<file path="src/imc_pkg.sv">
/*
 * Constants and carrier types for the instruction-set mode control block.
 * Assumes a single 25 MHz core clock and a synchronous active-low reset.
 */
package imc_pkg;

    // Encoding support field values (config word three, bits 15:14)
    localparam logic [1:0] ENC_ONLY32  = 2'h0;
    localparam logic [1:0] ENC_COMPACT = 2'h1;
    localparam logic [1:0] ENC_BOTH32  = 2'h2;
    localparam logic [1:0] ENC_BOTHCMP = 2'h3;

    // Field positions in config word three
    localparam int CFG_ENC_LSB = 14;
    localparam int CFG_EXC_BIT = 16;

    // Mode values
    localparam logic MODE_32   = 1'h0;
    localparam logic MODE_CMP  = 1'h1;

    // Offset shifts per encoding
    localparam logic [1:0] SHIFT_32  = 2'h2;
    localparam logic [1:0] SHIFT_CMP = 2'h1;

    // Number of virtual processor elements
    localparam int NUM_ELEM = 2;

    // Reset value of config word three, also the base of the built word
    localparam logic [31:0] RESET_WORD = 32'h0000_0000;

    // Event kinds that move the mode
    typedef enum logic [2:0] {
        IMC_EV_NONE,
        IMC_EV_EXC,
        IMC_EV_DEBUG,
        IMC_EV_ERROR,
        IMC_EV_JUMP,
        IMC_EV_CALL,
        IMC_EV_RETURN
    } imc_event_t;

    // Return-address register selection
    typedef enum logic [1:0] {
        IMC_RA_EXC,
        IMC_RA_DEBUG,
        IMC_RA_ERROR
    } imc_ra_t;

    // One pipeline event into the block
    typedef struct packed {
        imc_event_t  kind;
        logic [31:0] value;      // Source register or return address
        logic        elem;       // Processor element issuing it
        logic        baseVec;    // Vector is an offset of the vector base
    } imc_req_t;

    // Results toward the pipeline
    typedef struct packed {
        logic [31:0] nextPc;     // Jump target
        logic [31:0] saveWord;   // Value for return or link register
        imc_ra_t     saveSel;    // Which return register is written
        logic        saveEn;     // Return or link register write
        logic        pcEn;       // Program counter load
        logic        addrFault;  // Address fault on target fetch
    } imc_rsp_t;

endpackage : imc_pkg

</file>
<file path="src/imc_mode_control.sv">
/*
 * Keeps the one-bit instruction-set mode of the core and the helpers
 * that depend on it: mode save and restore, jump target shaping,
 * branch offset scaling and coprocessor fault selection.
 * Assumes the pipeline presents at most one event per cycle and that
 * strap inputs come from pins and are synchronised here.
 */
module imc_mode_control #(
    parameter logic CMP_COP_AS_RESV = 1'b1
) (
    input  wire logic             core_clk,
    input  wire logic             rst_n,
    input  wire logic [1:0]       strapEncoding,
    input  wire logic             strapExcMode,
    input  wire logic             strapDebugMode,
    input  wire logic             probeWrite,
    input  wire logic             probeDebugMode,
    input  wire logic             cfgWrite,
    input  wire logic             cfgWriteElem,
    input  wire logic             cfgExcMode,
    input  wire imc_pkg::imc_req_t req,
    input  wire logic             copUnimpl,
    output logic [31:0]           configWordThree,
    output logic                  isaMode,
    output logic                  decodeCompact,
    output logic                  fetchHalfAlign,
    output logic [1:0]            offsetShift,
    output logic                  debugModeSelect,
    output logic                  reservedInstrFault,
    output logic                  copUnusableFault,
    output imc_pkg::imc_rsp_t     rsp
);

    // Strap synchronisers, two stages each
    logic [1:0] encMeta;
    logic [1:0] encSync;
    logic       excMeta;
    logic       excSync;
    logic       dbgMeta;
    logic       dbgSync;
    logic       strapLoad;   // High for the first cycle after reset release
    logic [1:0] encField;
    logic [imc_pkg::NUM_ELEM-1:0] excSelect;
    logic       mode;
    logic       dbgSelect;

    // Double-flop every strap pin
    always_ff @(posedge core_clk)
    begin
        encMeta <= strapEncoding;
        encSync <= encMeta;
        excMeta <= strapExcMode;
        excSync <= excMeta;
        dbgMeta <= strapDebugMode;
        dbgSync <= dbgMeta;
    end

    // Support decode, used for every mode change except the strap load after reset
    function automatic logic supportsBoth(input logic [1:0] enc);
        supportsBoth = enc[1];
    endfunction : supportsBoth

    // Fixed or reset mode from the encoding field
    function automatic logic encMode(input logic [1:0] enc);
        encMode = (enc == imc_pkg::ENC_COMPACT) ||
                  (enc == imc_pkg::ENC_BOTHCMP);
    endfunction : encMode

    wire logic bothEnc   = supportsBoth(encField);
    wire logic fixedMode = encMode(encField);
    wire logic strapMode = encMode(encSync);
    wire imc_pkg::imc_event_t kind = req.kind;
    wire logic srcBit    = req.value[0];
    wire logic isExc     = (kind == imc_pkg::IMC_EV_EXC) ||
                           (kind == imc_pkg::IMC_EV_ERROR);
    wire logic isDebug   = (kind == imc_pkg::IMC_EV_DEBUG);
    wire logic isJump    = (kind == imc_pkg::IMC_EV_JUMP) ||
                           (kind == imc_pkg::IMC_EV_CALL);
    wire logic isCall    = (kind == imc_pkg::IMC_EV_CALL);
    wire logic isReturn  = (kind == imc_pkg::IMC_EV_RETURN);

    wire logic excTarget = req.baseVec ? excSelect[req.elem] : mode;

    // Mode that the next event leaves behind
    logic next_mode;
    always_comb
    begin
        next_mode = mode;
        if (strapLoad)
            next_mode = strapMode;
        else if (!bothEnc)
            next_mode = fixedMode;
        else if (isJump)
            next_mode = srcBit;
        else if (isExc)
            next_mode = excTarget;
        else if (isDebug)
            next_mode = dbgSelect;
        else if (isReturn)
            next_mode = srcBit;
    end

    // Reset release marker so straps load from synced values
    always_ff @(posedge core_clk)
    begin
        if (!rst_n)
            strapLoad <= 1'b1;
        else
            strapLoad <= 1'b0;
    end

    // Mode and configuration state
    always_ff @(posedge core_clk)
    begin
        if (!rst_n)
        begin
            encField  <= imc_pkg::ENC_ONLY32;
            excSelect <= '0;
            dbgSelect <= imc_pkg::MODE_32;
            mode      <= imc_pkg::MODE_32;
        end
        else if (strapLoad)
        begin
            encField  <= encSync;
            excSelect <= {imc_pkg::NUM_ELEM{excSync}};
            dbgSelect <= dbgSync;
            // same value as the mode outputs
            mode      <= next_mode;
        end
        else
        begin
            if (cfgWrite)
                excSelect[cfgWriteElem] <= cfgExcMode;
            if (probeWrite)
                dbgSelect <= probeDebugMode;
            mode <= next_mode;
        end
    end

    // Link or return word: current mode in bit 0
    // record mode in return register
    wire logic        linkMode = bothEnc ? mode : fixedMode;
    wire logic [31:0] saveWord = {req.value[31:1], linkMode};
    wire logic [31:0] jumpPc   = {req.value[31:1], 1'b0};
    wire logic        mismatch = isJump && !bothEnc && (srcBit != fixedMode);
    wire imc_pkg::imc_ra_t saveSel =
        isDebug ? imc_pkg::IMC_RA_DEBUG :
        (kind == imc_pkg::IMC_EV_ERROR) ? imc_pkg::IMC_RA_ERROR :
        imc_pkg::IMC_RA_EXC;
    wire logic saveEn = isExc || isDebug || isCall;

    wire logic resvPick = copUnimpl && next_mode && CMP_COP_AS_RESV;
    wire logic cuPick   = copUnimpl && !resvPick;

    // Registered outputs toward the pipeline
    always_ff @(posedge core_clk)
    begin
        if (!rst_n)
        begin
            rsp                <= '0;
            configWordThree    <= imc_pkg::RESET_WORD;
            reservedInstrFault <= 1'b0;
            copUnusableFault   <= 1'b0;
        end
        else
        begin
            rsp.nextPc    <= jumpPc;
            rsp.saveWord  <= saveWord;
            rsp.saveSel   <= saveSel;
            rsp.saveEn    <= saveEn;
            rsp.pcEn      <= isJump;
            rsp.addrFault <= mismatch;
            configWordThree <= RESET_WORD_W(encField,
                                            excSelect[cfgWriteElem]);
            reservedInstrFault <= resvPick;
            copUnusableFault   <= cuPick;
        end
    end

    // Build the visible config word
    function automatic logic [31:0] RESET_WORD_W(input logic [1:0] enc,
                                                 input logic exc);
        RESET_WORD_W = imc_pkg::RESET_WORD;
        RESET_WORD_W[imc_pkg::CFG_ENC_LSB +: 2] = enc;
        RESET_WORD_W[imc_pkg::CFG_EXC_BIT]      = exc;
    endfunction : RESET_WORD_W

    // Mode-dependent decode, alignment and offset scaling
    always_ff @(posedge core_clk)
    begin
        if (!rst_n)
        begin
            isaMode         <= imc_pkg::MODE_32;
            decodeCompact   <= 1'b0;
            fetchHalfAlign  <= 1'b0;
            offsetShift     <= imc_pkg::SHIFT_32;
            debugModeSelect <= 1'b0;
        end
        else
        begin
            isaMode         <= next_mode;
            decodeCompact   <= next_mode;
            fetchHalfAlign  <= next_mode;
            offsetShift     <= next_mode ? imc_pkg::SHIFT_CMP
                                         : imc_pkg::SHIFT_32;
            debugModeSelect <= dbgSelect;
        end
    end
endmodule : imc_mode_control

</file>
<file path="config.mk">
export PLATFORM = sky130hd
export DESIGN_NAME = imc_mode_control
export DESIGN_NICKNAME = d
export VERILOG_FILES = /design/src/imc_pkg.sv /design/src/imc_mode_control.sv
export SDC_FILE = /design/constraint.sdc
export NUM_CORES = 1
export LEC_CHECK = 0
export BUFFER_PORTS_ARGS = -buffer_cell sky130_fd_sc_hd__buf_2
export CAP_MARGIN = 5
export CORE_MARGIN = 2
export CORE_UTILIZATION = 40
export DETAILED_ROUTE_END_ITERATION = 10
export HOLD_SLACK_MARGIN = 0.02
export PLACE_DENSITY = 0.79
export SLEW_MARGIN = 20
export SYNTH_ARGS = -nofsm -noshare
export SYNTH_HDL_FRONTEND = slang
export SYNTH_SLANG_ARGS = --single-unit
</file>
<file path="constraint.sdc">
create_clock -name core_clk -period 1.4 [get_ports core_clk]
set_input_delay 0.21 -clock core_clk [delete_from_list [all_inputs] [get_ports core_clk]]
set_output_delay 0.21 -clock core_clk [all_outputs]
set_load 0.01 [all_outputs]
</file>
# Word-level counts from Yosys, hierarchy flattened
# Index checks and enable logic that the tools add are counted.
totals:
  ff_bits: 121
  input_bits: 49
op_classes:
  n_lt_le_gt_ge: 3
  eq_ne: 11
  n_mux: 23
  bitwise: 1
  reduce_logical: 16
op_table:
  columns: ["cell", "n"]
  rows:
  - ["$mux W1", 16]
  - ["$mux W2", 5]
  - ["$eq A3 B3 Y1 const B", 3]
  - ["$eq A3 B2 Y1 const B", 2]
  - ["$logic_or A1 B1 Y1", 6]
  - ["$logic_and A1 B1 Y1", 5]
  - ["$eq A2 B1 Y1 const B", 2]
  - ["$eq A2 B2 Y1 const B", 2]
  - ["$lt A1 B2 Y1 const B", 2]
  - ["$reduce_bool A2 Y1", 2]
  - ["$eq A3 B1 Y1 const B", 1]
  - ["$bwmux W2", 1]
  - ["$logic_not A1 Y1", 2]
  - ["$reduce_or A2 Y1", 1]
  - ["$demux W1 S1", 1]
  - ["$ge A1 B1 Y1 const B", 1]
  - ["$ne A1 B1 Y1", 1]
  - ["$not A1 Y1", 1]

# Depth between registers and ports, before layout
# Gate-level depths: netlist of run 1.
logic_depth:
  ltp_word: 10
  mapped_depth: 4
  depth_no_buf: 4

# Worst setup path before layout of run 1
# Ideal clock, no wire load.
synth_path:
  path_kind: "register to register"
  startpoint: "register offsetShift[0] (netlist name)"
  endpoint: "register reservedInstrFault"
  setup_ns: 0.060
  t_arrival_ns: 1.162
  slack_ns: 0.178
  path_stages_with_launch: 5
  n_path_buf: 0
  path_cell_list: "dfxtp_1 nor2_1 a2111o_1 o2111ai_2 and3b_1"
synth_rtl:
  columns: ["element", "line_no", "rtl"]
  rows:
  - ["end signal, assigned", "imc_mode_control.sv:175", "reservedInstrFault <= resvPick;"]
  - ["end, declared", "imc_mode_control.sv:29", "output logic reservedInstrFault,"]

# Worst setup path after layout of run 1
layout_path:
  startpoint: "register encField[1]"
  endpoint: "register reservedInstrFault"
layout_between:
  elab_chain_len: 5
  word_cells_on_any_way: 6
  cone_classes: "eq/ne (2); mux (2); reduce/logical (2)"
layout_lines:
  columns: ["element", "line_no", "rtl"]
  rows:
  - ["start, declared", "imc_mode_control.sv:42", "logic [1:0] encField;"]
  - ["start signal, assigned", "imc_mode_control.sv:117", "encField <= imc_pkg::ENC_ONLY32;"]
  - ["start signal, assigned", "imc_mode_control.sv:124", "encField <= encSync;"]
  - ["$eq A2 B1 Y1 or $eq A2 B2 Y1 (tied branches)", "imc_mode_control.sv:65, imc_mode_control.sv:66", null]
  - ["$logic_or A1 B1 Y1", "imc_mode_control.sv:65", "encMode = (enc == imc_pkg::ENC_COMPACT) ||"]
  - ["$mux W1 *", "imc_mode_control.sv:91", "else if (!bothEnc)"]
  - ["$mux W1 *", "imc_mode_control.sv:89", "if (strapLoad)"]
  - ["$logic_and A1 B1 Y1 *", "imc_mode_control.sv:152", "wire logic resvPick = copUnimpl && next_mode && CMP_COP_AS_RESV;"]
# Every way passes the cells marked *; elsewhere a longest branch is shown, timed or not.
# A chain may end at the register's enable or synchronous reset.

==> reports/summary.txt, run 1 <==
Die Footprint -> 6170 um^2
Met2 usage -> 22.3%
RSZ-0062 raised after global routing -> false
Filler cells -> 514
Final Non-Filler Cells -> 394
Clock Power Share -> 39.7%
Status -> completed
Synth Register Bits -> 59
Switching power -> 0.838 mW
Port bufs -> 127
Drc violations -> 0
PD cells -> 1320 nW/um^2
Max VDD drop -> 503 uV
Grt ovf -> 0
Die width -> 78.6 um
Reg power frac -> 48.7%
DR iter-0 viols -> 50
Commonest non-fill, non-tap cells in the layout -> 127 x buf_2, 59 x dfxtp_1, 34 x and2_1
Leak -> 1.54 nW
CP max FO -> 6
Area growth syn-to-layout -> 26.9%
Level count of the clock H-tree -> 3
Clk_lat worst skew -> 0.32 ns
Clk slew on worst S/H paths -> 0.06 ns
Worst EP arrival -> 1.52 ns
Fraction of layout cells with a size suffix above 1 -> 46.6%
Post-CTS Setup Inserts -> 0
Final Hold Viols -> 0
Die Y -> 78.6 um
Drt pass-1 iters -> 4
Data required, critical path -> 1.61 ns
GP Congestion -> 0.801
Met3 usage -> 5.17%
Period Utilization, post-route -> 93.7%
Max cap viols -> 0
Rows -> 27
Tot GR Track Use -> 12.8%
CP Class -> reg -> reg
Core box area -> 5440 um^2
Synthesized instance count -> 213
Avg Inst Size Synth -> 10.4 um^2
Post-synthesis sequential area ratio -> 53.1%
Final hold slack -> 0.0846 ns
Slew Limit Fails -> 0
I/O Pins -> 158
Initial Utilization -> 40.9%
First-pass GRT wire length -> 6020 um
Initial antenna violation count -> 0
Routed Antenna Nets -> 0
Final Skew -> 0.00717 ns
Num CTS Buffers -> 9
Tmin final -> 1.31 ns
DPL Wire Length -> 3180 um
Clock sink count -> 59
Largest net degree at the start of global routing -> 29
Vias in the first global route -> 1358
CTS max path bufs -> 2
DR WL/cell -> 10.3 um
Worst setup SP type -> flop
Ys Warns -> 0
Fin nets -> 367
Internal -> 2.88 mW
Achievable frequency -> 762 MHz
Setup_tns -> 0 ns
Inst Count DP -> 375
Switching share of power -> 22.5%
CTS root buf -> clkbuf_8
CTS tree -> built
Via count -> 1570
Worst setup EP type -> flop
Final setup fails -> 0
Detailed Route WL -> 4060 um
Post-synth cell types -> 26
Most common cell after layout, fill and taps aside -> buf_2
Cell area after synthesis -> 2220 um^2
Post-DR vias/cell -> 3.98
Antenna cell count -> 0
Worst Hold Class -> in -> reg
Top Usage Layer GRT -> met2
Met1 GRT Util -> 12.9%
Part of the power in combinational logic -> 11.6%
==> sequential cells by signal, summed over array words and instances (netlist names), 2 cells and up <==
register and count:
encField 2, encMeta 2, excSelect 2, encSync 2, configWordThree 3, offsetShift 2, rsp 37
==> critical path, stage by stage, from the launching register on <==
cell       delay (ns)
dfxtp_1          0.42
nor2b_1          0.11
a311oi_2         0.27
o2111ai_2        0.21
and3b_1          0.20
==> synth_stat cells <==
cell	number	share of area [%]
nor2_1	12	2.0
mux2i_1	7	3.1
conb_1	1	0.17
and3b_1	1	0.39
clkbuf_1	5	0.84
o21ai_0	2	0.45
buf_4	64	22
o2111ai_2	1	0.67
a21oi_1	6	1.3
nor2b_4	1	0.62
and3_1	1	0.28
a2bb2oi_1	1	0.39
nand2b_1	1	0.28
dfxtp_1	59	53
nand2_1	5	0.84
and2_1	34	9.6
nand3_1	1	0.22
mux2_2	1	0.51
inv_2	1	0.17
inv_1	2	0.34
a311oi_2	1	0.67
a2111o_1	1	0.51
o21a_1	1	0.34
xor2_1	1	0.39
nor3b_2	1	0.56
nor2b_1	2	0.56
==> final timing paths <==
path,start,to,slack [ns],cells past startpoint
setup / recovery,encField[1]$_SDFFE_PN0P_,reservedInstrFault$_SDFF_PN0_,0.09,4
hold / removal,req[34],rsp[3]$_SDFF_PN0_,0.08,2
setup reg to reg,encField[1]$_SDFFE_PN0P_,reservedInstrFault$_SDFF_PN0_,0.09,4
hold reg to reg,dbgMeta$_DFF_P_,dbgSync$_DFF_P_,0.32,0
==> metal layers <==
| layer | part of all wire (%) | vias up | wire length, um |
|---|---|---|---|
| met2 | 51 | 77 | 2080 |
| met5 | 0 | - | 0 |
| met4 | 0.79 | 0 | 32 |
| met3 | 9.1 | 5 | 369 |
| met1 | 39 | 704 | 1580 |
| li1 | - | 784 | - |
==> layout make-up <==
type	instances	area (um^2)	share of cell area [%]
Clock buffer	13	159	5.63
Clock inverter	2	35.0	1.24
Inverter	3	11.3	0.399
Tap cell	72	90.1	3.19
Multi-Input combinational cell	111	648	23.0
Sequential cell	59	1180	41.8
Timing Repair Buffer	134	698	24.7
==> cells by family after synthesis <==
kind of cell    share of synthesized area [%]
other cells                             0.169
flops                                    53.1
xor+xnor                                0.394
mux                                      3.66
compound gates                           4.39
buf+inv                                  22.9
simple gates                             15.4
==> repair_timing <==
action / in CTS / in global routing
setup endpoints to repair: 0 / 4
gates resized for setup: 0 / 1
hold endpoints to repair: 4 / 0
hold buffers: 4 / 0
==> power groups by stage <==
stage / combinational, mW / clock (mW) / sequential (mW)
6_report: 0.432 / 1.47 / 1.81
5_1_grt: 0.474 / 1.62 / 1.82
4_1_cts: 0.435 / 1.53 / 1.81
3_5_place_dp: 0.425 / 0 / 1.85
3_3_place_gp: 0.422 / 0 / 1.85
2_1_floorplan: 0.310 / 0 / 1.88
==> stage by stage <==
stage | util [%] | setup WS, ns | power, mW | cell area, um^2
CTS | 51.8 | 0.0969 | 3.78 | 2820
finish | 51.9 | 0.0883 | 3.72 | 2820
detailed placement | 47.5 | 0.110 | 2.27 | 2580
floorplan | - | 0.178 | 2.19 | 2330
global placement | 47.5 | 0.155 | 2.27 | 2580
global route | 51.9 | 0.0151 | 3.92 | 2820
(Power assumes the default switching activity.)
==> inputs of run 2 (changes only) <==
--- a/config.mk
+++ b/config.mk
@@ -7,8 +7,11 @@
 export LEC_CHECK = 0
 export BUFFER_PORTS_ARGS = -buffer_cell sky130_fd_sc_hd__buf_2
 export CAP_MARGIN = 5
+export CELL_PAD_IN_SITES_DETAIL_PLACEMENT = 1
+export CELL_PAD_IN_SITES_GLOBAL_PLACEMENT = 2
 export CORE_MARGIN = 2
-export CORE_UTILIZATION = 40
+export CORE_UTILIZATION = 22
+export CTS_CLUSTER_SIZE = 28
 export DETAILED_ROUTE_END_ITERATION = 10
 export HOLD_SLACK_MARGIN = 0.02
 export PLACE_DENSITY = 0.79
==> run 2 against run 1 <==
  * First-iteration DRC count shrank 8.0%
  * Non-clock buffer count shrank 1
  * Clock power up 20%
  * Worst setup slack better by 0.039 ns
  * Fmax increased by 3.1%
  * Core utilization fell by 22 points
==> reports/summary.txt, run 2 (same netlist as run 1, synthesis figures left out) <==
Vias in the first global route -> 1631 (was 1358)
RSZ-0062 raised after global routing -> false (unchanged)
Routed length on met3 -> 667 um (was 369 um)
M1 WL -> 2020 um (was 1580 um)
Max reg flops -> 37 (unchanged)
Clk_lat worst skew -> 0.33 ns (was 0.32 ns)
Initial antenna violation count -> 0 (unchanged)
Clock sink count -> 59 (unchanged)
Post-DR vias/cell -> 3.57 (was 3.98)
Top layer in use -> met4 (unchanged)
Dpl cell area -> 2650 um^2 (was 2580 um^2)
Slew Limit Fails -> 0 (unchanged)
Worst EP arrival -> 1.50 ns (was 1.52 ns)
Critical path cell sequence -> nor2b_1 > a311oi_2 > o2111ai_2 > and3b_1 (unchanged)
Port bufs -> 127 (unchanged)
Max VDD drop -> 391 uV (was 503 uV)
I/O Pins -> 158 (unchanged)
Antenna cell count -> 0 (unchanged)
Status -> completed (unchanged)
Die Y -> 105 um (was 78.6 um)
Area growth syn-to-layout -> 31.6% (was 26.9%)
DR iter-0 viols -> 46 (was 50)
Crit path max-delay cell type -> dfxtp_1 (unchanged)
Fin nets -> 366 (was 367)
Post-route cell area -> 2930 um^2 (was 2820 um^2)
Final hold slack -> 0.0798 ns (was 0.0846 ns)
CTS root buf -> clkbuf_8 (unchanged)
Final setup fails -> 0 (unchanged)
CP Class -> reg -> reg (unchanged)
Die width -> 105 um (was 78.6 um)
Via count -> 1626 (was 1570)
First-pass GRT wire length -> 8300 um (was 6020 um)
Tot GR Track Use -> 10.1% (was 12.8%)
Worst Hold Class -> in -> reg (unchanged)
Drt pass-1 iters -> 3 (was 4)
Post-CTS Setup Inserts -> 0 (unchanged)
Largest registers -> rsp: 37 flops, configWordThree: 3 flops (unchanged)
Most common cell after layout, fill and taps aside -> buf_2 (unchanged)
Initial Utilization -> 22.8% (was 40.9%)
Setup_tns -> 0 ns (unchanged)
PD cells -> 1370 nW/um^2 (was 1320 nW/um^2)
Layout Utilization -> 30.0% (was 51.9%)
GP Congestion -> 0.688 (was 0.801)
Worst setup SP type -> flop (unchanged)
Tmin final -> 1.27 ns (was 1.31 ns)
Final Hold Viols -> 0 (unchanged)
DR WL/cell -> 11.8 um (was 10.3 um)
Final Skew -> 0.00572 ns (was 0.00717 ns)
Worst setup EP type -> flop (unchanged)
Num CTS Buffers -> 9 (unchanged)
CTS tree -> built (unchanged)
Grt ovf -> 0 (unchanged)
Rows -> 36 (was 27)
WL met2 -> 2560 um (was 2080 um)
Critical path's largest stage delay -> 0.34 ns (was 0.42 ns)
Drc violations -> 0 (unchanged)
Data required, critical path -> 1.62 ns (was 1.61 ns)
Level count of the clock H-tree -> 3 (unchanged)
Largest net degree at the start of global routing -> 29 (unchanged)
Most flops, register -> rsp (unchanged)
Period Utilization, post-route -> 90.9% (was 93.7%)
Max cap viols -> 0 (unchanged)
Detailed Route WL -> 5360 um (was 4060 um)
CTS max path bufs -> 2 (unchanged)
Family with the most delay on the worst path -> compound AO/OA/AOI/OAI gates (unchanged)
Commonest non-fill, non-tap cells in the layout -> 127 x buf_2, 57 x dfxtp_1, 34 x and2_1 (was 127 x buf_2, 59 x dfxtp_1, 34 x and2_1)
Clk slew on worst S/H paths -> 0.07 ns (was 0.06 ns)
WP buf/inv -> 0 (unchanged)
CP max FO -> 4 (was 6)
Leak -> 1.54 nW (about the same)
Routed Antenna Nets -> 0 (unchanged)
Die Footprint -> 10900 um^2 (was 6170 um^2)
Core box area -> 9770 um^2 (was 5440 um^2)
Achievable frequency -> 786 MHz (was 762 MHz)
Fraction of layout cells with a size suffix above 1 -> 47.5% (was 46.6%)
Total power -> 4.02 mW (was 3.72 mW)
## run 2: timing repair
action / in CTS / in global routing
gates resized for setup: 0 / 3
setup endpoints to repair: 0 / 4
endpoints found under the hold margin: 4 / 0
hold buffers: 4 / 0
## run 2: stage by stage
stage | setup WS (ns) | cells
3_3_place_gp | 0.150 | 435
3_5_place_dp | 0.109 | 435
5_1_grt | 0.0189 | 455
4_1_cts | 0.0756 | 455
2_1_floorplan | 0.178 | 242
6_report | 0.127 | 455
## run 2: area by class of cell
type	instances	area (um^2)
fill	1178	6850
timing repair buffer	133	691
clock buffer	12	155
inverter	3	11.3
sequential	59	1180
tap	133	166
multi-input combinational	111	648
clock inverter	4	72.6
## run 2: metal layers
metal | track usage [%] | vias up
met2 | 17.1 | 113
met4 | 6.37 | 0
met1 | 9.70 | 718
met5 | 0 | -
li1 | - | 784
met3 | 4.93 | 11
## run 2: worst paths after layout
check,depth (start not counted),start,end,slack [ns]
worst max-delay path,4,encField[0]$_SDFFE_PN0P_,reservedInstrFault$_SDFF_PN0_,0.13
worst min-delay path,2,req[23],rsp[58]$_SDFF_PN0_,0.08
worst max register to register,4,encField[0]$_SDFFE_PN0P_,reservedInstrFault$_SDFF_PN0_,0.13
worst min register to register,0,encMeta[0]$_DFF_P_,encSync[0]$_DFF_P_,0.33
## run 2: report_power, final
group	internal [mW]	switching [mW]	leakage, nW	total (mW)
Clock	1.10	0.664	0.113	1.76
Combinational	0.201	0.238	0.940	0.439
Sequential	1.77	0.0464	0.491	1.82
==> inputs of run 3 (changes only) <==
--- a/config.mk
+++ b/config.mk
@@ -15,6 +15,7 @@
 export DETAILED_ROUTE_END_ITERATION = 10
 export HOLD_SLACK_MARGIN = 0.02
 export PLACE_DENSITY = 0.79
+export REMOVE_ABC_BUFFERS = 1
 export SLEW_MARGIN = 20
 export SYNTH_ARGS = -nofsm -noshare
 export SYNTH_HDL_FRONTEND = slang
==> run 3 against run 2 <==
  * Cell area down 1.7%
  * Clock power is 21% lower
  * Core utilization is 0.51 points lower
  * Critical path type unchanged
  * Global-route usage decreased by 0.96 points
  * Routed wire length shrank 7.6%
  * First-iteration DRC count rose by 20%
  * Flip-flop and latch count unchanged
  * Count of clock-buffer cells in the layout up 1
  * Combinational power is 1% lower
==> reports/summary.txt, run 3 (same netlist as run 1, synthesis figures left out) <==
Status -> completed (unchanged)
Hold Path Sink -> rsp[3]$_SDFF_PN0_ (was rsp[58]$_SDFF_PN0_)
Rows -> 36 (unchanged)
PD cells -> 1260 nW/um^2 (was 1370 nW/um^2)
Place WS -> 0.122 ns (was 0.109 ns)
Achievable frequency -> 778 MHz (was 786 MHz)
Die width -> 105 um (unchanged)
Clock sink count -> 59 (unchanged)
Worst setup EP type -> flop (unchanged)
Reg2reg setup slack -> 0.12 ns (was 0.13 ns)
WP buf/inv -> 0 (unchanged)
Period Utilization, post-route -> 91.8% (was 90.9%)
Drc violations -> 0 (unchanged)
Area growth syn-to-layout -> 29.4% (was 31.6%)
FF-to-FF End -> offsetShift[0]$_SDFF_PN0_ (was reservedInstrFault$_SDFF_PN0_)
Met3 usage -> 4.43% (was 4.93%)
Worst Hold Class -> in -> reg (unchanged)
Most flops, register -> rsp (unchanged)
Drt pass-1 iters -> 4 (was 3)
Vias in the first global route -> 1512 (was 1631)
Die Footprint -> 10900 um^2 (unchanged)
Critical path cell sequence -> nor2b_1 > a311oi_2 > o2111ai_2 > and3_1 (was nor2b_1 > a311oi_2 > o2111ai_2 > and3b_1)
Routed Antenna Nets -> 0 (unchanged)
Final setup fails -> 0 (unchanged)
Slew Limit Fails -> 0 (unchanged)
Largest registers -> rsp: 37 flops, configWordThree: 3 flops (unchanged)
Detailed Route WL -> 4950 um (was 5360 um)
Max VDD drop -> 358 uV (was 391 uV)
Tmin final -> 1.28 ns (was 1.27 ns)
Initial antenna violation count -> 0 (unchanged)
Port bufs -> 127 (unchanged)
GP Congestion -> 0.766 (was 0.688)
Level count of the clock H-tree -> 3 (unchanged)
Worst hold path cell count -> 2 (unchanged)
Core box area -> 9770 um^2 (unchanged)
Worst r2r src -> encField[0]$_SDFFE_PN0P_ (unchanged)
CTS max path bufs -> 2 (unchanged)
Grt ovf -> 0 (unchanged)
Clk_lat worst skew -> 0.32 ns (was 0.33 ns)
Fraction of layout cells with a size suffix above 1 -> 46.6% (was 47.5%)
CTS root buf -> clkbuf_8 (unchanged)
Post-CTS Resized -> 0 (unchanged)
Worst Slack Setup Final -> 0.115 ns (was 0.127 ns)
CTS tree -> built (unchanged)
DR iter-0 viols -> 55 (was 46)
Post-CTS Setup Inserts -> 0 (unchanged)
Top Usage Layer GRT -> met2 (unchanged)
Max cap viols -> 0 (unchanged)
Worst EP arrival -> 1.49 ns (was 1.50 ns)
Critical path's largest stage delay -> 0.34 ns (about the same)
DR WL/cell -> 10.9 um (was 11.8 um)
Layout Utilization -> 29.4% (was 30.0%)
Met1 GRT Util -> 9.55% (was 9.70%)
Family with the most delay on the worst path -> compound AO/OA/AOI/OAI gates (unchanged)
Antenna cell count -> 0 (unchanged)
Crit path max-delay cell type -> dfxtp_1 (unchanged)
CP Class -> reg -> reg (unchanged)
Tot GR Track Use -> 9.10% (was 10.1%)
Fin nets -> 367 (was 366)
Initial Utilization -> 22.8% (unchanged)
Final Hold Viols -> 0 (unchanged)
Data required, critical path -> 1.61 ns (was 1.62 ns)
Commonest non-fill, non-tap cells in the layout -> 127 x buf_2, 59 x dfxtp_1, 34 x and2_1 (was 127 x buf_2, 57 x dfxtp_1, 34 x and2_1)
Most common cell after layout, fill and taps aside -> buf_2 (unchanged)
Die Y -> 105 um (unchanged)
Num CTS Buffers -> 9 (unchanged)
Clk slew on worst S/H paths -> 0.06 ns (was 0.07 ns)
Leak -> 1.53 nW (was 1.54 nW)
Setup_tns -> 0 ns (unchanged)
RSZ-0062 raised after global routing -> false (unchanged)
Reg2Reg Depth -> 4 (unchanged)
DPL Wire Length -> 3860 um
Beginning of the worst hold path -> req[34] (was req[23])
Via count -> 1592 (was 1626)
Final Skew -> 0.00735 ns (was 0.00572 ns)
I/O Pins -> 158 (unchanged)
Post-CTS Hold Buffers -> 4 (unchanged)
Max reg flops -> 37 (unchanged)
CP max FO -> 4 (unchanged)
First-pass GRT wire length -> 7730 um (was 8300 um)
Worst setup SP type -> flop (unchanged)
Largest net degree at the start of global routing -> 18 (was 29)
Post-DR vias/cell -> 3.50 (was 3.57)
Met2 usage -> 15.5% (was 17.1%)
[run 3: cell types whose count changed in the layout (fill, tap and decap cells not counted)]
| cell | delta |
|---|---|
| clkinv_2 | +1 |
| clkbuf_8 | +1 |
| dfxtp_1 | +2 |
| clkinvlp_4 | -1 |
| bufinv_16 | -2 |
| dfxtp_2 | -2 |
| buf_4 | +1 |
| a2bb2oi_2 | -1 |
| a2bb2oi_1 | +1 |
[run 3: power by group]
group	leakage (nW)	internal, mW	switching (mW)
combinational	0.944	0.201	0.232
sequential	0.491	1.77	0.0438
clock	0.0953	0.773	0.617
total	1.53	2.74	0.894
[run 3: final cells by class]
type	count	area, um^2
Clock buffer	13	169
Clock inverter	2	10.0
Fill cell	1165	6900
Inverter	3	11.3
Multi-Input combinational cell	111	642
Sequential cell	59	1180
Tap cell	133	166
Timing Repair Buffer	134	698
[run 3: metal layers]
metal | routed length (um) | share of wire, %
met5 | 0 | 0
met4 | 66 | 1.3
met3 | 413 | 8.3
met2 | 2540 | 51
met1 | 1930 | 39
[run 3: per-stage QoR]
step                      hold WS, ns  instance area (um^2)  power (mW)  cells
final                          0.0865                  2880        3.64    455
after global routing           0.0548                  2880        3.87    455
after CTS                      0.0638                  2880        3.72    455
after detailed placement        0.314                  2660        2.28    436
after global placement          0.316                  2660        2.28    436
after floorplan                 0.238                  1830        2.05    173
[run 3: worst max-delay path by stage]
stage | start | slack (ns) | to | cells after the start
after CTS | encField[0]$_SDFFE_PN0P_ | 0.11 | offsetShift[0]$_SDFF_PN0_ | 4
final | encField[0]$_SDFFE_PN0P_ | 0.12 | offsetShift[0]$_SDFF_PN0_ | 4
after floorplan | offsetShift[0]$_SDFF_PN0_ | 0.01 | reservedInstrFault$_SDFF_PN0_ | 4
after detailed placement | req[35] | 0.12 | offsetShift[0]$_SDFF_PN0_ | 5
after global routing | offsetShift[0]$_SDFF_PN0_ | 0.01 | offsetShift[1]$_SDFF_PN1_ | 4
after global placement | req[35] | 0.15 | offsetShift[0]$_SDFF_PN0_ | 5
